<file path="config.mk">
export PLATFORM = sky130hd
export DESIGN_NAME = epsm_top
export DESIGN_NICKNAME = d
export VERILOG_FILES = /design/src/hw/epsm_pkg.sv /design/src/hw/epsm_top.sv
export SDC_FILE = /design/constraint.sdc
export NUM_CORES = 1
export LEC_CHECK = 0
export BUFFER_PORTS_ARGS = -buffer_cell sky130_fd_sc_hd__clkbuf_2
export CAP_MARGIN = 10
export CORE_ASPECT_RATIO = 0.8
export CORE_UTILIZATION = 60
export CTS_BUF_LIST = sky130_fd_sc_hd__clkbuf_8
export DETAILED_ROUTE_END_ITERATION = 8
export PLACE_DENSITY_LB_ADDON = 0.3
export SYNTH_ARGS = -nofsm -noshare
export SYNTH_HDL_FRONTEND = slang
export SYNTH_SLANG_ARGS = --single-unit
</file>
<file path="constraint.sdc">
create_clock -name clk -period 3.87 [get_ports clk]
set_input_delay 0.5805 -clock clk [delete_from_list [all_inputs] [get_ports clk]]
set_output_delay 0.5805 -clock clk [all_outputs]
set_load 0.02 [all_outputs]
</file>
<file path="src/hw/epsm_pkg.sv">
package epsm_pkg;
	// register byte addresses on the apb bus
	localparam logic [7:0] EPSM_ADDR_PMCTRL = 8'h00;
	localparam logic [7:0] EPSM_ADDR_TEST = 8'h04;
	localparam logic [7:0] EPSM_ADDR_INTSTS = 8'h08;
	localparam logic [7:0] EPSM_ADDR_PHYCTRL = 8'h0c;
	localparam logic [7:0] EPSM_ADDR_CFG = 8'h10;
	// power_mgmt_control_reg fields
	localparam int EPSM_PM_READY = 0;
	localparam int EPSM_PM_WAKE_OUT_EN = 1;
	localparam int EPSM_PM_IND_MODE = 2;
	localparam int EPSM_PM_WAKE_ON_LAN_ENABLE = 3;
	localparam int EPSM_PM_ENERGY_DETECT_ENABLE = 4;
	localparam int EPSM_PM_WAKE_STATUS_FIELD_LO = 5;
	localparam int EPSM_POWER_MODE_FIELD_LO = 7;
	// interrupt_status_reg fields
	localparam int EPSM_INT_WAKE = 0;
	// phy control fields
	localparam int EPSM_PHY_GEN_PD = 0;
	localparam int EPSM_PHY_ED_PD = 1;
	localparam int EPSM_PHY_ED_FLAG = 2;
	localparam int EPSM_PHY_ACTIVE = 3;
	localparam int EPSM_PHY_IN_RESET = 4;
	// encodings
	localparam logic [1:0] EPSM_MODE_NORMAL = 2'h0;
	localparam logic [1:0] EPSM_MODE_WOL = 2'h1;
	localparam logic [1:0] EPSM_MODE_ED = 2'h2;
	localparam logic [1:0] EPSM_WAKE_STATUS_FIELD_NONE = 2'h0;
	localparam logic [1:0] EPSM_WAKE_STATUS_FIELD_ED = 2'h1;
	localparam logic [1:0] EPSM_WAKE_STATUS_FIELD_WOL = 2'h2;
	localparam logic [31:0] EPSM_TEST_PATTERN = 32'h87654321;
	// timing
	localparam int EPSM_CLK_HZ = 10_000_000;
	localparam int EPSM_PULSE_MS = 50;
	localparam int EPSM_READY_MAX_MS = 2;
	localparam int EPSM_PULSE_CYC = EPSM_CLK_HZ / 1000 * EPSM_PULSE_MS;
	localparam int EPSM_READY_CYC = EPSM_CLK_HZ / 1000 * EPSM_READY_MAX_MS / 2;
	localparam int EPSM_PHY_RST_CYC = 16;
	typedef enum logic [1:0] {
		EPSM_ST_NORMAL,
		EPSM_ST_WOL,
		EPSM_ST_ED,
		EPSM_ST_WAKING
	} epsm_state_t;
endpackage : epsm_pkg

</file>
<file path="src/hw/epsm_top.sv">
`timescale 1ns/1ps
// What this block does
// - sleep: only power control register is readable
// - ready clears on sleep entry until wake
// - writes other than the wake write ignored until a first read
// - test write in sleep wakes, mode to normal
// - mode 01 enters wol sleep, gates mac clocks
// - wol sleep detects frames, status becomes 10b
// - wol and output enable drive wake output
// - wake interrupt status set on any event
// - energy sleep stops all clocks, phy power left to phy control bits
// - energy sleep carrier sets output, status 01b
// - wake interrupt held until cause is cleared
// - host interrupt independent of output enable
// - indication mode selects 50ms pulse or level
// - output drops on status, enable or outenable clear
// - phy general powerdown, reset on release
// - phy energy powerdown, restore and flag on energy
// - registers retained across both sleep states
// - ready set within 2ms after wake write
module epsm_top #(
	parameter int PULSE_CYC = epsm_pkg::EPSM_PULSE_CYC, // wake pulse length
	parameter int READY_CYC = epsm_pkg::EPSM_READY_CYC // wake to ready delay
) (
	input wire logic clk, // 10 mhz clock
	input wire logic rst, // sync reset, active high
	input wire logic psel, // apb select
	input wire logic penable, // apb enable
	input wire logic pwrite, // apb direction
	input wire logic [7:0] paddr, // apb byte address
	input wire logic [31:0] pwdata, // apb write data
	output logic [31:0] prdata, // apb read data
	output logic pready, // apb ready
	output logic pslverr, // apb error
	input wire logic wake_frame_seen, // filter found wake frame
	input wire logic magic_packet_seen, // magic packet found
	input wire logic carrier_valid, // valid line carrier
	input wire logic energy_present_signal, // line energy detected
	output logic wake_out, // external wake event, active high
	output logic host_irq, // host interrupt
	output logic mac_clk_en, // mac and host interface clock gate
	output logic rx_pm_clk_en, // receive power mgmt clock gate
	output logic int_clk_en, // internal clock gate
	output logic phy_powered, // phy analog powered
	output logic phy_reset, // phy self reset pulse
	output logic filter_en // wake frame and magic detection
);
	import epsm_pkg::*;

	initial begin
		if (PULSE_CYC < 1 || READY_CYC < 1 || READY_CYC > EPSM_CLK_HZ / 500)
			$error("epsm_top: bad timing parameter");
	end

	// ----------------------------------------
	// registers
	// ----------------------------------------
	epsm_state_t state_reg;
	logic ready_reg;
	logic wake_out_en_reg;
	logic ind_mode_reg;
	logic wake_on_lan_enable_reg;
	logic energy_detect_enable_reg;
	logic [1:0] wake_status_field;
	logic [1:0] power_mode_field;
	logic wake_int_reg;
	logic irq_en_reg;
	logic read_seen_reg;
	logic gen_pd_reg;
	logic phy_energy_powerdown_bit;
	logic phy_ed_flag_reg;
	logic phy_rst_reg;
	logic [4:0] phy_rst_cnt_reg;
	logic [31:0] ready_cnt_reg;
	logic [31:0] pulse_cnt_reg;
	logic wake_drive_reg;
	logic energy_prev_reg;

	// ----------------------------------------
	// bus decode
	// ----------------------------------------
	logic acc;
	logic wr;
	logic rd;
	logic rd_setup;
	logic sleeping;
	logic wr_ok;
	logic wake_write;
	logic hit_pm;
	logic hit_test;
	logic hit_int;
	logic hit_phy;
	logic hit_cfg;
	logic mapped;

	assign acc = psel && penable;
	assign sleeping = (state_reg == EPSM_ST_WOL) || (state_reg == EPSM_ST_ED);
	assign hit_pm = paddr == EPSM_ADDR_PMCTRL;
	assign hit_test = paddr == EPSM_ADDR_TEST;
	assign hit_int = paddr == EPSM_ADDR_INTSTS;
	assign hit_phy = paddr == EPSM_ADDR_PHYCTRL;
	assign hit_cfg = paddr == EPSM_ADDR_CFG;
	assign mapped = hit_pm || hit_test || hit_int || hit_phy || hit_cfg;
	assign rd = acc && !pwrite;
	// read data loaded in setup so it stands at the access edge
	assign rd_setup = psel && !penable && !pwrite;
	assign wr = acc && pwrite;
	// wake write decoded without the gated clock domain
	assign wake_write = wr && hit_test && sleeping;
	// writes need a prior read and a ready device
	assign wr_ok = wr && read_seen_reg && ready_reg;
	assign pready = 1'b1;
	// refused: unmapped, or anything but control reads and the wake write while unready
	assign pslverr = acc && (!mapped || (!ready_reg && !(rd && hit_pm) && !wake_write));

	logic wol_hit;
	logic ed_hit;
	logic cause_live;
	assign wol_hit = (state_reg == EPSM_ST_WOL) && (wake_frame_seen || magic_packet_seen);
	// level carrier, so carrier present at entry hits at once
	assign ed_hit = (state_reg == EPSM_ST_ED) && carrier_valid && energy_detect_enable_reg;
	assign cause_live = (wake_status_field != EPSM_WAKE_STATUS_FIELD_NONE)
		&& ((wake_status_field == EPSM_WAKE_STATUS_FIELD_WOL) ? wake_on_lan_enable_reg : energy_detect_enable_reg);

	// ----------------------------------------
	// read data
	// ----------------------------------------
	always_ff @(posedge clk) begin
		if (rst) begin
			prdata <= 32'h0;
		end else if (rd_setup && mapped && (ready_reg || hit_pm)) begin
			prdata <= 32'h0;
			if (hit_pm) begin
				prdata[EPSM_PM_READY] <= ready_reg;
				prdata[EPSM_PM_WAKE_OUT_EN] <= wake_out_en_reg;
				prdata[EPSM_PM_IND_MODE] <= ind_mode_reg;
				prdata[EPSM_PM_WAKE_ON_LAN_ENABLE] <= wake_on_lan_enable_reg;
				prdata[EPSM_PM_ENERGY_DETECT_ENABLE] <= energy_detect_enable_reg;
				prdata[EPSM_PM_WAKE_STATUS_FIELD_LO +: 2] <= wake_status_field;
				prdata[EPSM_POWER_MODE_FIELD_LO +: 2] <= power_mode_field;
			end
			if (hit_test)
				prdata <= EPSM_TEST_PATTERN;
			if (hit_int)
				prdata[EPSM_INT_WAKE] <= wake_int_reg;
			if (hit_phy) begin
				prdata[EPSM_PHY_GEN_PD] <= gen_pd_reg;
				prdata[EPSM_PHY_ED_PD] <= phy_energy_powerdown_bit;
				prdata[EPSM_PHY_ED_FLAG] <= phy_ed_flag_reg;
				prdata[EPSM_PHY_ACTIVE] <= phy_powered;
				prdata[EPSM_PHY_IN_RESET] <= phy_rst_reg;
			end
			if (hit_cfg)
				prdata[0] <= irq_en_reg;
		end
	end

	always_ff @(posedge clk) begin
		if (rst)
			read_seen_reg <= 1'b0;
		else if (wake_write || (sleeping && !ready_reg))
			read_seen_reg <= 1'b0;
		else if (rd)
			read_seen_reg <= 1'b1;
	end

	// ----------------------------------------
	// power state machine
	// ----------------------------------------
	always_ff @(posedge clk) begin
		if (rst) begin
			state_reg <= EPSM_ST_NORMAL;
			power_mode_field <= EPSM_MODE_NORMAL;
			ready_reg <= 1'b1;
			ready_cnt_reg <= 32'h0;
		end else begin
			case (state_reg)
				EPSM_ST_NORMAL: begin
					if (wr_ok && hit_pm) begin
						power_mode_field <= pwdata[EPSM_POWER_MODE_FIELD_LO +: 2];
						if (pwdata[EPSM_POWER_MODE_FIELD_LO +: 2] == EPSM_MODE_WOL) begin
							state_reg <= EPSM_ST_WOL;
							ready_reg <= 1'b0;
						end else if (pwdata[EPSM_POWER_MODE_FIELD_LO +: 2] == EPSM_MODE_ED) begin
							state_reg <= EPSM_ST_ED;
							ready_reg <= 1'b0;
						end
					end
				end
				EPSM_ST_WOL, EPSM_ST_ED: begin
					if (wake_write) begin
						state_reg <= EPSM_ST_WAKING;
						power_mode_field <= EPSM_MODE_NORMAL;
						ready_cnt_reg <= 32'h0;
					end
				end
				EPSM_ST_WAKING: begin
					// clocks already running here; ready follows
					if (ready_cnt_reg >= 32'(READY_CYC - 1)) begin
						state_reg <= EPSM_ST_NORMAL;
						ready_reg <= 1'b1;
					end else begin
						ready_cnt_reg <= ready_cnt_reg + 32'h1;
					end
				end
				default: state_reg <= EPSM_ST_NORMAL;
			endcase
		end
	end

	// clock gates; register contents retained, only clocks stop
	assign mac_clk_en = (state_reg == EPSM_ST_NORMAL) || (state_reg == EPSM_ST_WAKING);
	assign rx_pm_clk_en = state_reg != EPSM_ST_ED;
	assign int_clk_en = state_reg != EPSM_ST_ED;
	assign filter_en = state_reg == EPSM_ST_WOL;

	// ----------------------------------------
	// control bits and wake status
	// ----------------------------------------
	always_ff @(posedge clk) begin
		if (rst) begin
			wake_out_en_reg <= 1'b0;
			ind_mode_reg <= 1'b0;
			wake_on_lan_enable_reg <= 1'b0;
			energy_detect_enable_reg <= 1'b0;
			irq_en_reg <= 1'b0;
		end else if (wr_ok && hit_pm) begin
			wake_out_en_reg <= pwdata[EPSM_PM_WAKE_OUT_EN];
			ind_mode_reg <= pwdata[EPSM_PM_IND_MODE];
			wake_on_lan_enable_reg <= pwdata[EPSM_PM_WAKE_ON_LAN_ENABLE];
			energy_detect_enable_reg <= pwdata[EPSM_PM_ENERGY_DETECT_ENABLE];
		end else if (wr_ok && hit_cfg) begin
			irq_en_reg <= pwdata[0];
		end
	end

	always_ff @(posedge clk) begin
		if (rst)
			wake_status_field <= EPSM_WAKE_STATUS_FIELD_NONE;
		else if (wol_hit)
			wake_status_field <= EPSM_WAKE_STATUS_FIELD_WOL;
		else if (ed_hit)
			wake_status_field <= EPSM_WAKE_STATUS_FIELD_ED;
		else if (wr_ok && hit_pm && pwdata[EPSM_PM_WAKE_STATUS_FIELD_LO +: 2] == EPSM_WAKE_STATUS_FIELD_NONE)
			wake_status_field <= EPSM_WAKE_STATUS_FIELD_NONE;
	end

	// write one clears only once the cause is gone; set wins
	always_ff @(posedge clk) begin
		if (rst)
			wake_int_reg <= 1'b0;
		else if (wol_hit || ed_hit || cause_live)
			wake_int_reg <= 1'b1;
		else if (wr_ok && hit_int && pwdata[EPSM_INT_WAKE])
			wake_int_reg <= 1'b0;
	end
	assign host_irq = wake_int_reg && irq_en_reg;

	// ----------------------------------------
	// wake output
	// ----------------------------------------
	logic wake_event;
	assign wake_event = (wol_hit && wake_on_lan_enable_reg) || ed_hit;
	always_ff @(posedge clk) begin
		if (rst) begin
			wake_drive_reg <= 1'b0;
			pulse_cnt_reg <= 32'h0;
		end else if (!wake_out_en_reg || !cause_live) begin
			wake_drive_reg <= wake_event && wake_out_en_reg;
			pulse_cnt_reg <= 32'h0;
		end else if (wake_event && !wake_drive_reg && pulse_cnt_reg == 32'h0) begin
			wake_drive_reg <= 1'b1;
		end else if (wake_drive_reg && ind_mode_reg) begin
			if (pulse_cnt_reg >= 32'(PULSE_CYC - 1))
				wake_drive_reg <= 1'b0;
			else
				pulse_cnt_reg <= pulse_cnt_reg + 32'h1;
		end
	end
	assign wake_out = wake_drive_reg && wake_out_en_reg;

	// ----------------------------------------
	// phy power-down modes
	// ----------------------------------------
	always_ff @(posedge clk) begin
		if (rst) begin
			gen_pd_reg <= 1'b0;
			phy_energy_powerdown_bit <= 1'b0;
			phy_ed_flag_reg <= 1'b0;
			phy_rst_reg <= 1'b0;
			phy_rst_cnt_reg <= 5'h0;
			energy_prev_reg <= 1'b0;
		end else begin
			energy_prev_reg <= energy_present_signal;
			if (wr_ok && hit_phy) begin
				gen_pd_reg <= pwdata[EPSM_PHY_GEN_PD];
				phy_energy_powerdown_bit <= pwdata[EPSM_PHY_ED_PD];
				if (gen_pd_reg && !pwdata[EPSM_PHY_GEN_PD]) begin
					phy_rst_reg <= 1'b1;
					phy_rst_cnt_reg <= 5'(EPSM_PHY_RST_CYC);
				end
			end else if (phy_rst_reg) begin
				if (phy_rst_cnt_reg == 5'h1)
					phy_rst_reg <= 1'b0;
				phy_rst_cnt_reg <= phy_rst_cnt_reg - 5'h1;
			end
			// energy rise flags; set beats a read clear
			if (phy_energy_powerdown_bit && energy_present_signal && !energy_prev_reg)
				phy_ed_flag_reg <= 1'b1;
			else if (ready_reg && rd && hit_phy && prdata[EPSM_PHY_ED_FLAG]) // only a flag seen
				phy_ed_flag_reg <= 1'b0;
		end
	end
	// phy powered unless in general or energy power-down with no energy
	assign phy_powered = !gen_pd_reg && !(phy_energy_powerdown_bit && !energy_present_signal);
	assign phy_reset = phy_rst_reg;
endmodule : epsm_top

</file>
==> impl_metrics.ini, run 1 <==
[outcome]
run_status = complete, no violations

[sta]
grt_setup_unrepaired = no
max_slew_margin = 0.229
setup-violations-final = 0
worst_clock_skew_ns = 0.00908
post-route-period-util = 0.737
final-max-slew-violation-count = 0
hold_viol_final = 0
setup-tns-final_ns = 0
max_clock_freq_mhz = 350
max_slew.worst_pin.slew_ns = 1.15
finalCriticalPeriod_ns = 2.85

[route]
drt_wl_total_mm = 10.6
drcViolationCount = 0
detail-route-antenna-nets = 0
drt-vias-per-instance = 6.13
detail_route.wl_per_cell_um = 14.6
drt_pass1_iterations = 5
drt_iter0_drc = 222
vias = 4436

[clock_tree]
cts_root_buffer = clkbuf_8
postCtsSetupRepairBufs = 0
postCtsHoldBufs = 0
clock_sink_count = 99
clock_tree_from_tritoncts = done
clock_path_buffers = 2
cts_inserted_buffers = 9
cts-htree-levels = 3
ctsResizeCount = 0
worst_skew_pair.late_latency_ns = 0.37
cts.reportedPaths.clkPinSlew_ns = 0.10

[logic_synthesis]
post_synthesis_async_set_or_reset_flop_share = 0
synth-seq-area-share = 0.404
instance_count_of_the_mapped_netlist = 579
synth-main-ff-cell = dfxtp_1
synthesis.area_per_instance_um2 = 8.46
synth_enable_flop_cells = 0
netlist.top_cell.by_area = dfxtp_1
synth-warning-count = 0
synth_largest_type_area_fraction = 0.404
ys_types = 64
synth_area_um2 = 4900
netlist_top_cells_area = dfxtp_1, a21oi_1, and2_1, buf_4, nand3_1
postSynthRegisterBits = 99

[final_layout]
area.growth.synth_to_final_pct = 7.97
multiInputGateArea_um2 = 2600
nets = 670
antenna_cells = 0
seq_area_um2 = 1980
layout.filler_cells = 661
drive_above_1_share = 0.136

[setup_path]
path_buf_inv = 2
crit-reg2reg-capture = ready_cnt_reg[31]$_SDFFE_PP0P_
critPathSlowestCell = or4_4
worstPathRequired_ns = 3.29
worst-r2r-setup-slack_ns = 1.30
cp-start-kind = input pin
timing.critical_path.fanout_max = 10
critPathTopFamily = simple AND/OR/NAND/NOR gates
criticalPathCategory = in2out
critical_path.most_common_cell = clkbuf_2
worst-r2r-cell-count = 6
critPathMaxStageDelay_ns = 0.64
timing.rr.start = ready_cnt_reg[0]$_SDFFE_PP0P_
crit_arrival_ns = 2.27
cells_along_the_critical_path = clkbuf_2, or4_4, nor4_1, o32a_1, nor2_1, clkbuf_2
worstSetupEndpointType = output pin

[floorplan]
die_height_um = 82.8
ioPinCount = 91
fp-row-count = 29
starting_density_of_the_core = 0.620
core_region_um2 = 7910
die_width_um = 103
die_area_um2 = 8540

[min_path]
worst_hold_path.num_cells = 3
hold-path-endpoint = energy_prev_reg$_SDFF_PP0_
hold_crit_path_type = in2reg
holdCritStartpoint = energy_present_signal

[global_routing]
gr-total-overflow = 0
grt_max_degree = 37
grt_util_all_layers = 0.258
grt_pass1_wl_mm = 17.7
via_count_of_the_first_global_routing_pass = 4034
grt_antenna_before_repair = 0

[placement]
placer_s_final_routability_congestion_estimate = 0.888
dpl_wire_length_mm = 7.55
portBuffers = 53

[power]
finalPower_uw = 1780
vdd.ir_drop.worst_mv = 0.270
power.density_nw_per_um2 = 336
p_leak_uw = 0.00181

[job]
max-cap-violations = 0
-- layout make-up --
type	count	area share
Sequential cell	99	0.375
Clock inverter	5	0.0114
Multi-Input combinational cell	423	0.491
Timing Repair Buffer	55	0.0530
Clock buffer	11	0.0286
Inverter	23	0.0163
Tap cell	108	0.0255
-- layout by cell type, fill, tap and decap left out, drive strengths merged, types with 3 or more instances in the layout --
cell	Yosys	routed
a211oi	4	4
a21oi	53	53
a22oi	4	4
a31oi	4	4
a41oi	5	5
and2	32	32
and3	3	3
and4	5	5
clkbuf	13	64
conb	2	14
dfxtp	99	99
ha	10	10
inv	23	24
mux2i	5	5
nand2	42	42
nand2b	5	5
nand3	33	33
nand3b	4	4
nand4	15	15
nor2	31	31
nor3	14	14
nor4	20	20
nor4b	3	3
o211ai	4	4
o21a	5	5
o21ai	25	25
o311ai	4	4
o31ai	15	15
or3	22	22
or4	14	14
-- metrics by stage --
stage / utilization / cells / instance area (µm²) / worst slack (ns) / hold slack (ns)
after floorplan: - / 591 / 4950 / 1.37 / 0.430
after global placement: 0.641 / 707 / 5070 / 1.05 / 0.438
after detailed placement: 0.641 / 707 / 5070 / 1.06 / 0.447
after CTS: 0.668 / 723 / 5280 / 1.05 / 0.424
after global routing: 0.669 / 724 / 5290 / 0.889 / 0.453
final: 0.669 / 724 / 5290 / 1.02 / 0.433
-- report_power, final --
part           internal, µW  switching [µW]  leakage, µW  total [µW]
Combinational          17.4            49.4     0.000908        66.8
Clock                   337             357     0.000106         694
Sequential             1020           0.500     0.000797        1020
Total                  1370             407      0.00181        1780
-- logic make-up (layout without fill, tap and decap cells) --
| kind of cell | Yosys count | in the layout | share of synthesized area |
|---|---|---|---|
| flops | 99 | 99 | 0.404 |
| compound gates | 136 | 136 | 0.180 |
| other cells | 2 | 14 | 0.00153 |
| buf+inv | 69 | 94 | 0.0751 |
| simple gates | 254 | 254 | 0.296 |
| fa+ha+maj | 10 | 10 | 0.0255 |
| mux | 5 | 5 | 0.0102 |
| xor+xnor | 4 | 4 | 0.00715 |
-- cell usage after synthesis, types with 18 or more instances --
library cell   n
dfxtp_1       99
a21oi_1       53
nand2_1       42
and2_1        32
nand3_1       32
nor2_1        31
buf_4         25
o21ai_0       24
inv_1         23
or3_1         22
nor4_1        18
-- worst min-delay path, cell delays in order --
cell      delay (ns)
clkbuf_2        0.09
inv_1           0.06
nor2_1          0.04
-- worst max-delay path by stage --
stage	cells after the start	start	end	slack, ns
after floorplan	5	paddr[5]	pslverr	1.37
after global placement	6	paddr[5]	pslverr	1.05
after detailed placement	6	paddr[5]	pslverr	1.06
after CTS	6	paddr[5]	pslverr	1.05
after global routing	7	state_reg[0]$_SDFFE_PP0P_	pslverr	0.89
final	6	paddr[5]	pslverr	1.02
-- routing by layer --
layer,vias to the layer above,share of wire,wire [µm],GRT usage
met5,-,0,0,0
met4,0,0.0098,104,0.0704
met3,11,0.075,794,0.0564
met2,179,0.47,4930,0.424
met1,2072,0.45,4740,0.341
li1,2174,-,-,-
No activity file was read; power rests on OpenSTA's default activity.
==> run 2: changes to the inputs <==
Settings changed: CORE_UTILIZATION 60 to 58.
Clock period 3.87 ns to 2.7 ns, I/O delays scaled along.
==> run 2 against run 1 <==
Against the previous run: register-to-register slack worse by 0.98 ns; critical path depth increased by 2; clock power is 64% higher; worst setup slack got worse by 0.92 ns; die area increased by 3.4%; first-iteration DRC count grew 62%; combinational power grew 49%; sequential power increased by 43%; utilization is 0.30 points higher; final cell count up 1.4%; count of clock-buffer cells in the layout shrank 1; largest power group unchanged.
==> impl_metrics.ini, run 2 (same netlist as run 1, synthesis figures left out) <==
[placement]
portBuffers = 53
placer_s_final_routability_congestion_estimate = 0.857
place_worst_setup_slack_ns = 0.155
dpl_wire_length_mm = 7.76
dp.cells = 717

[power]
p_leak_uw = 0.00189
comb_power_share = 0.037
power.density_nw_per_um2 = 498
vdd.ir_drop.worst_mv = 0.358
power.share.sequential = 0.542
p_int_uw = 2120
p_sw_uw = 574
power.share.clock = 0.421
switching_share = 0.213

[sta]
setup-tns-final_ns = 0
setup-violations-final = 0
finalCriticalPeriod_ns = 2.60
max_clock_freq_mhz = 385
hold_viol_final = 0
max_slew.worst_pin.slew_ns = 0.767
max_slew_margin = 0.489
grt_setup_unrepaired = no
worst_slack_setup_final_ns = 0.100
worst_clock_skew_ns = 0.0111
final-max-slew-violation-count = 0
whs_ns = 0.263
post-route-period-util = 0.963

[clock_tree]
clock_tree_from_tritoncts = done
postCtsSetupRepairBufs = 0
cts-htree-levels = 3
ctsResizeCount = 0
worst_skew_pair.late_latency_ns = 0.37
postCtsHoldBufs = 0
cts_root_buffer = clkbuf_8
clock_path_buffers = 2
clock_sink_count = 99
cts_inserted_buffers = 9
cts.reportedPaths.clkPinSlew_ns = 0.09

[route]
drcViolationCount = 0
topRoutingLayerUsed = met4
drt-vias-per-instance = 6.09
drt_pass1_iterations = 5
drt_wl_total_mm = 10.7
drt_iter0_drc = 359
detail_route.wl_per_cell_um = 14.6
detail-route-antenna-nets = 0
wl_met3_um = 680
vias = 4469
wl_met2_mm = 4.79
routedLengthMet1_mm = 5.04

[global_routing]
gr-total-overflow = 0
grt_pass1_wl_mm = 18.5
grt_util_all_layers = 0.257
grt_max_degree = 36
via_count_of_the_first_global_routing_pass = 3979
grt_antenna_before_repair = 0

[floorplan]
ioPinCount = 91
fp-row-count = 29
die_width_um = 105
die_area_um2 = 8820
core_region_um2 = 8060
starting_density_of_the_core = 0.608
die_height_um = 84.2

[min_path]
hold-path-endpoint = energy_prev_reg$_SDFF_PP0_
holdCritStartpoint = energy_present_signal
hold_crit_path_type = in2reg
worst_hold_path.num_cells = 3

[setup_path]
worst-r2r-setup-slack_ns = 0.32
worst-r2r-cell-count = 5
crit-reg2reg-capture = pulse_cnt_reg[17]$_SDFFE_PP0P_
timing.critical_path.fanout_max = 6
timing.rr.start = pulse_cnt_reg[26]$_SDFFE_PP0P_
worstSetupEndpointType = output pin
launch_point_of_the_worst_path = state_reg[0]$_SDFFE_PP0P_
crit_arrival_ns = 2.19
worstPathRequired_ns = 2.30
cp-start-kind = flop
criticalPathCategory = reg2out

[outcome]
run_status = complete, no violations

[job]
max-cap-violations = 0

[final_layout]
final_core_utilization = 0.672
final_cell_count_no_fill = 734
layout_commonest_cell = dfxtp_1
nets = 680
antenna_cells = 0
area.growth.synth_to_final_pct = 10.4
layout.filler_cells = 683
layout_common_cells = dfxtp_1, a21oi_1, clkbuf_2
drive_above_1_share = 0.149
[run 2: worst max-delay path by stage]
| stage | end | slack, ns | cells after the start |
|---|---|---|---|
| after floorplan | state_reg[0]$_SDFFE_PP0P_ | 0.45 | 8 |
| after global placement | ready_cnt_reg[8]$_SDFFE_PP0P_ | 0.22 | 6 |
| after detailed placement | ready_cnt_reg[8]$_SDFFE_PP0P_ | 0.15 | 6 |
| after CTS | pslverr | 0.14 | 8 |
| after global routing | pslverr | 0.02 | 8 |
| final | pslverr | 0.10 | 8 |
[run 2: area by class of cell]
cell class              count  area [µm²]  area share
clock buffers              10         138      0.0254
clock inverters             6         104      0.0192
inverters                  23        86.3      0.0160
multi-input cells         423        2600       0.480
flip-flops and latches     99        1980       0.366
well taps                 108         135      0.0250
repair buffers             65         372      0.0687
[run 2: through the flow]
stage / power, µW / instance area, µm²
global placement: 1590 / 5160
finish: 2700 / 5410
CTS: 2710 / 5400
detailed placement: 1590 / 5160
floorplan: 1570 / 4950
global route: 2790 / 5410
[run 2: worst max-delay path, cell delays in order (launching register included)]
cell and delay, ns:
dfxtp_1 0.40, inv_1 0.09, ha_1 0.30, buf_4 0.15
nand2b_1 0.06, nor4_1 0.40, o32a_1 0.24, nor2_1 0.05
clkbuf_2 0.14
[run 2: power groups by stage]
stage	Combinational [µW]	Sequential [µW]	Clock, µW
floorplan	75.8	1500	0
global placement	95.5	1500	0
detailed placement	97.3	1500	0
CTS	97.4	1460	1150
global route	108	1460	1220
finish	99.8	1460	1140
[run 2: layer usage]
metal / vias up / GRT usage
li1: 2191 / -
met1: 2098 / 0.348
met2: 160 / 0.402
met3: 20 / 0.0528
met4: 0 / 0.0999
met5: - / 0
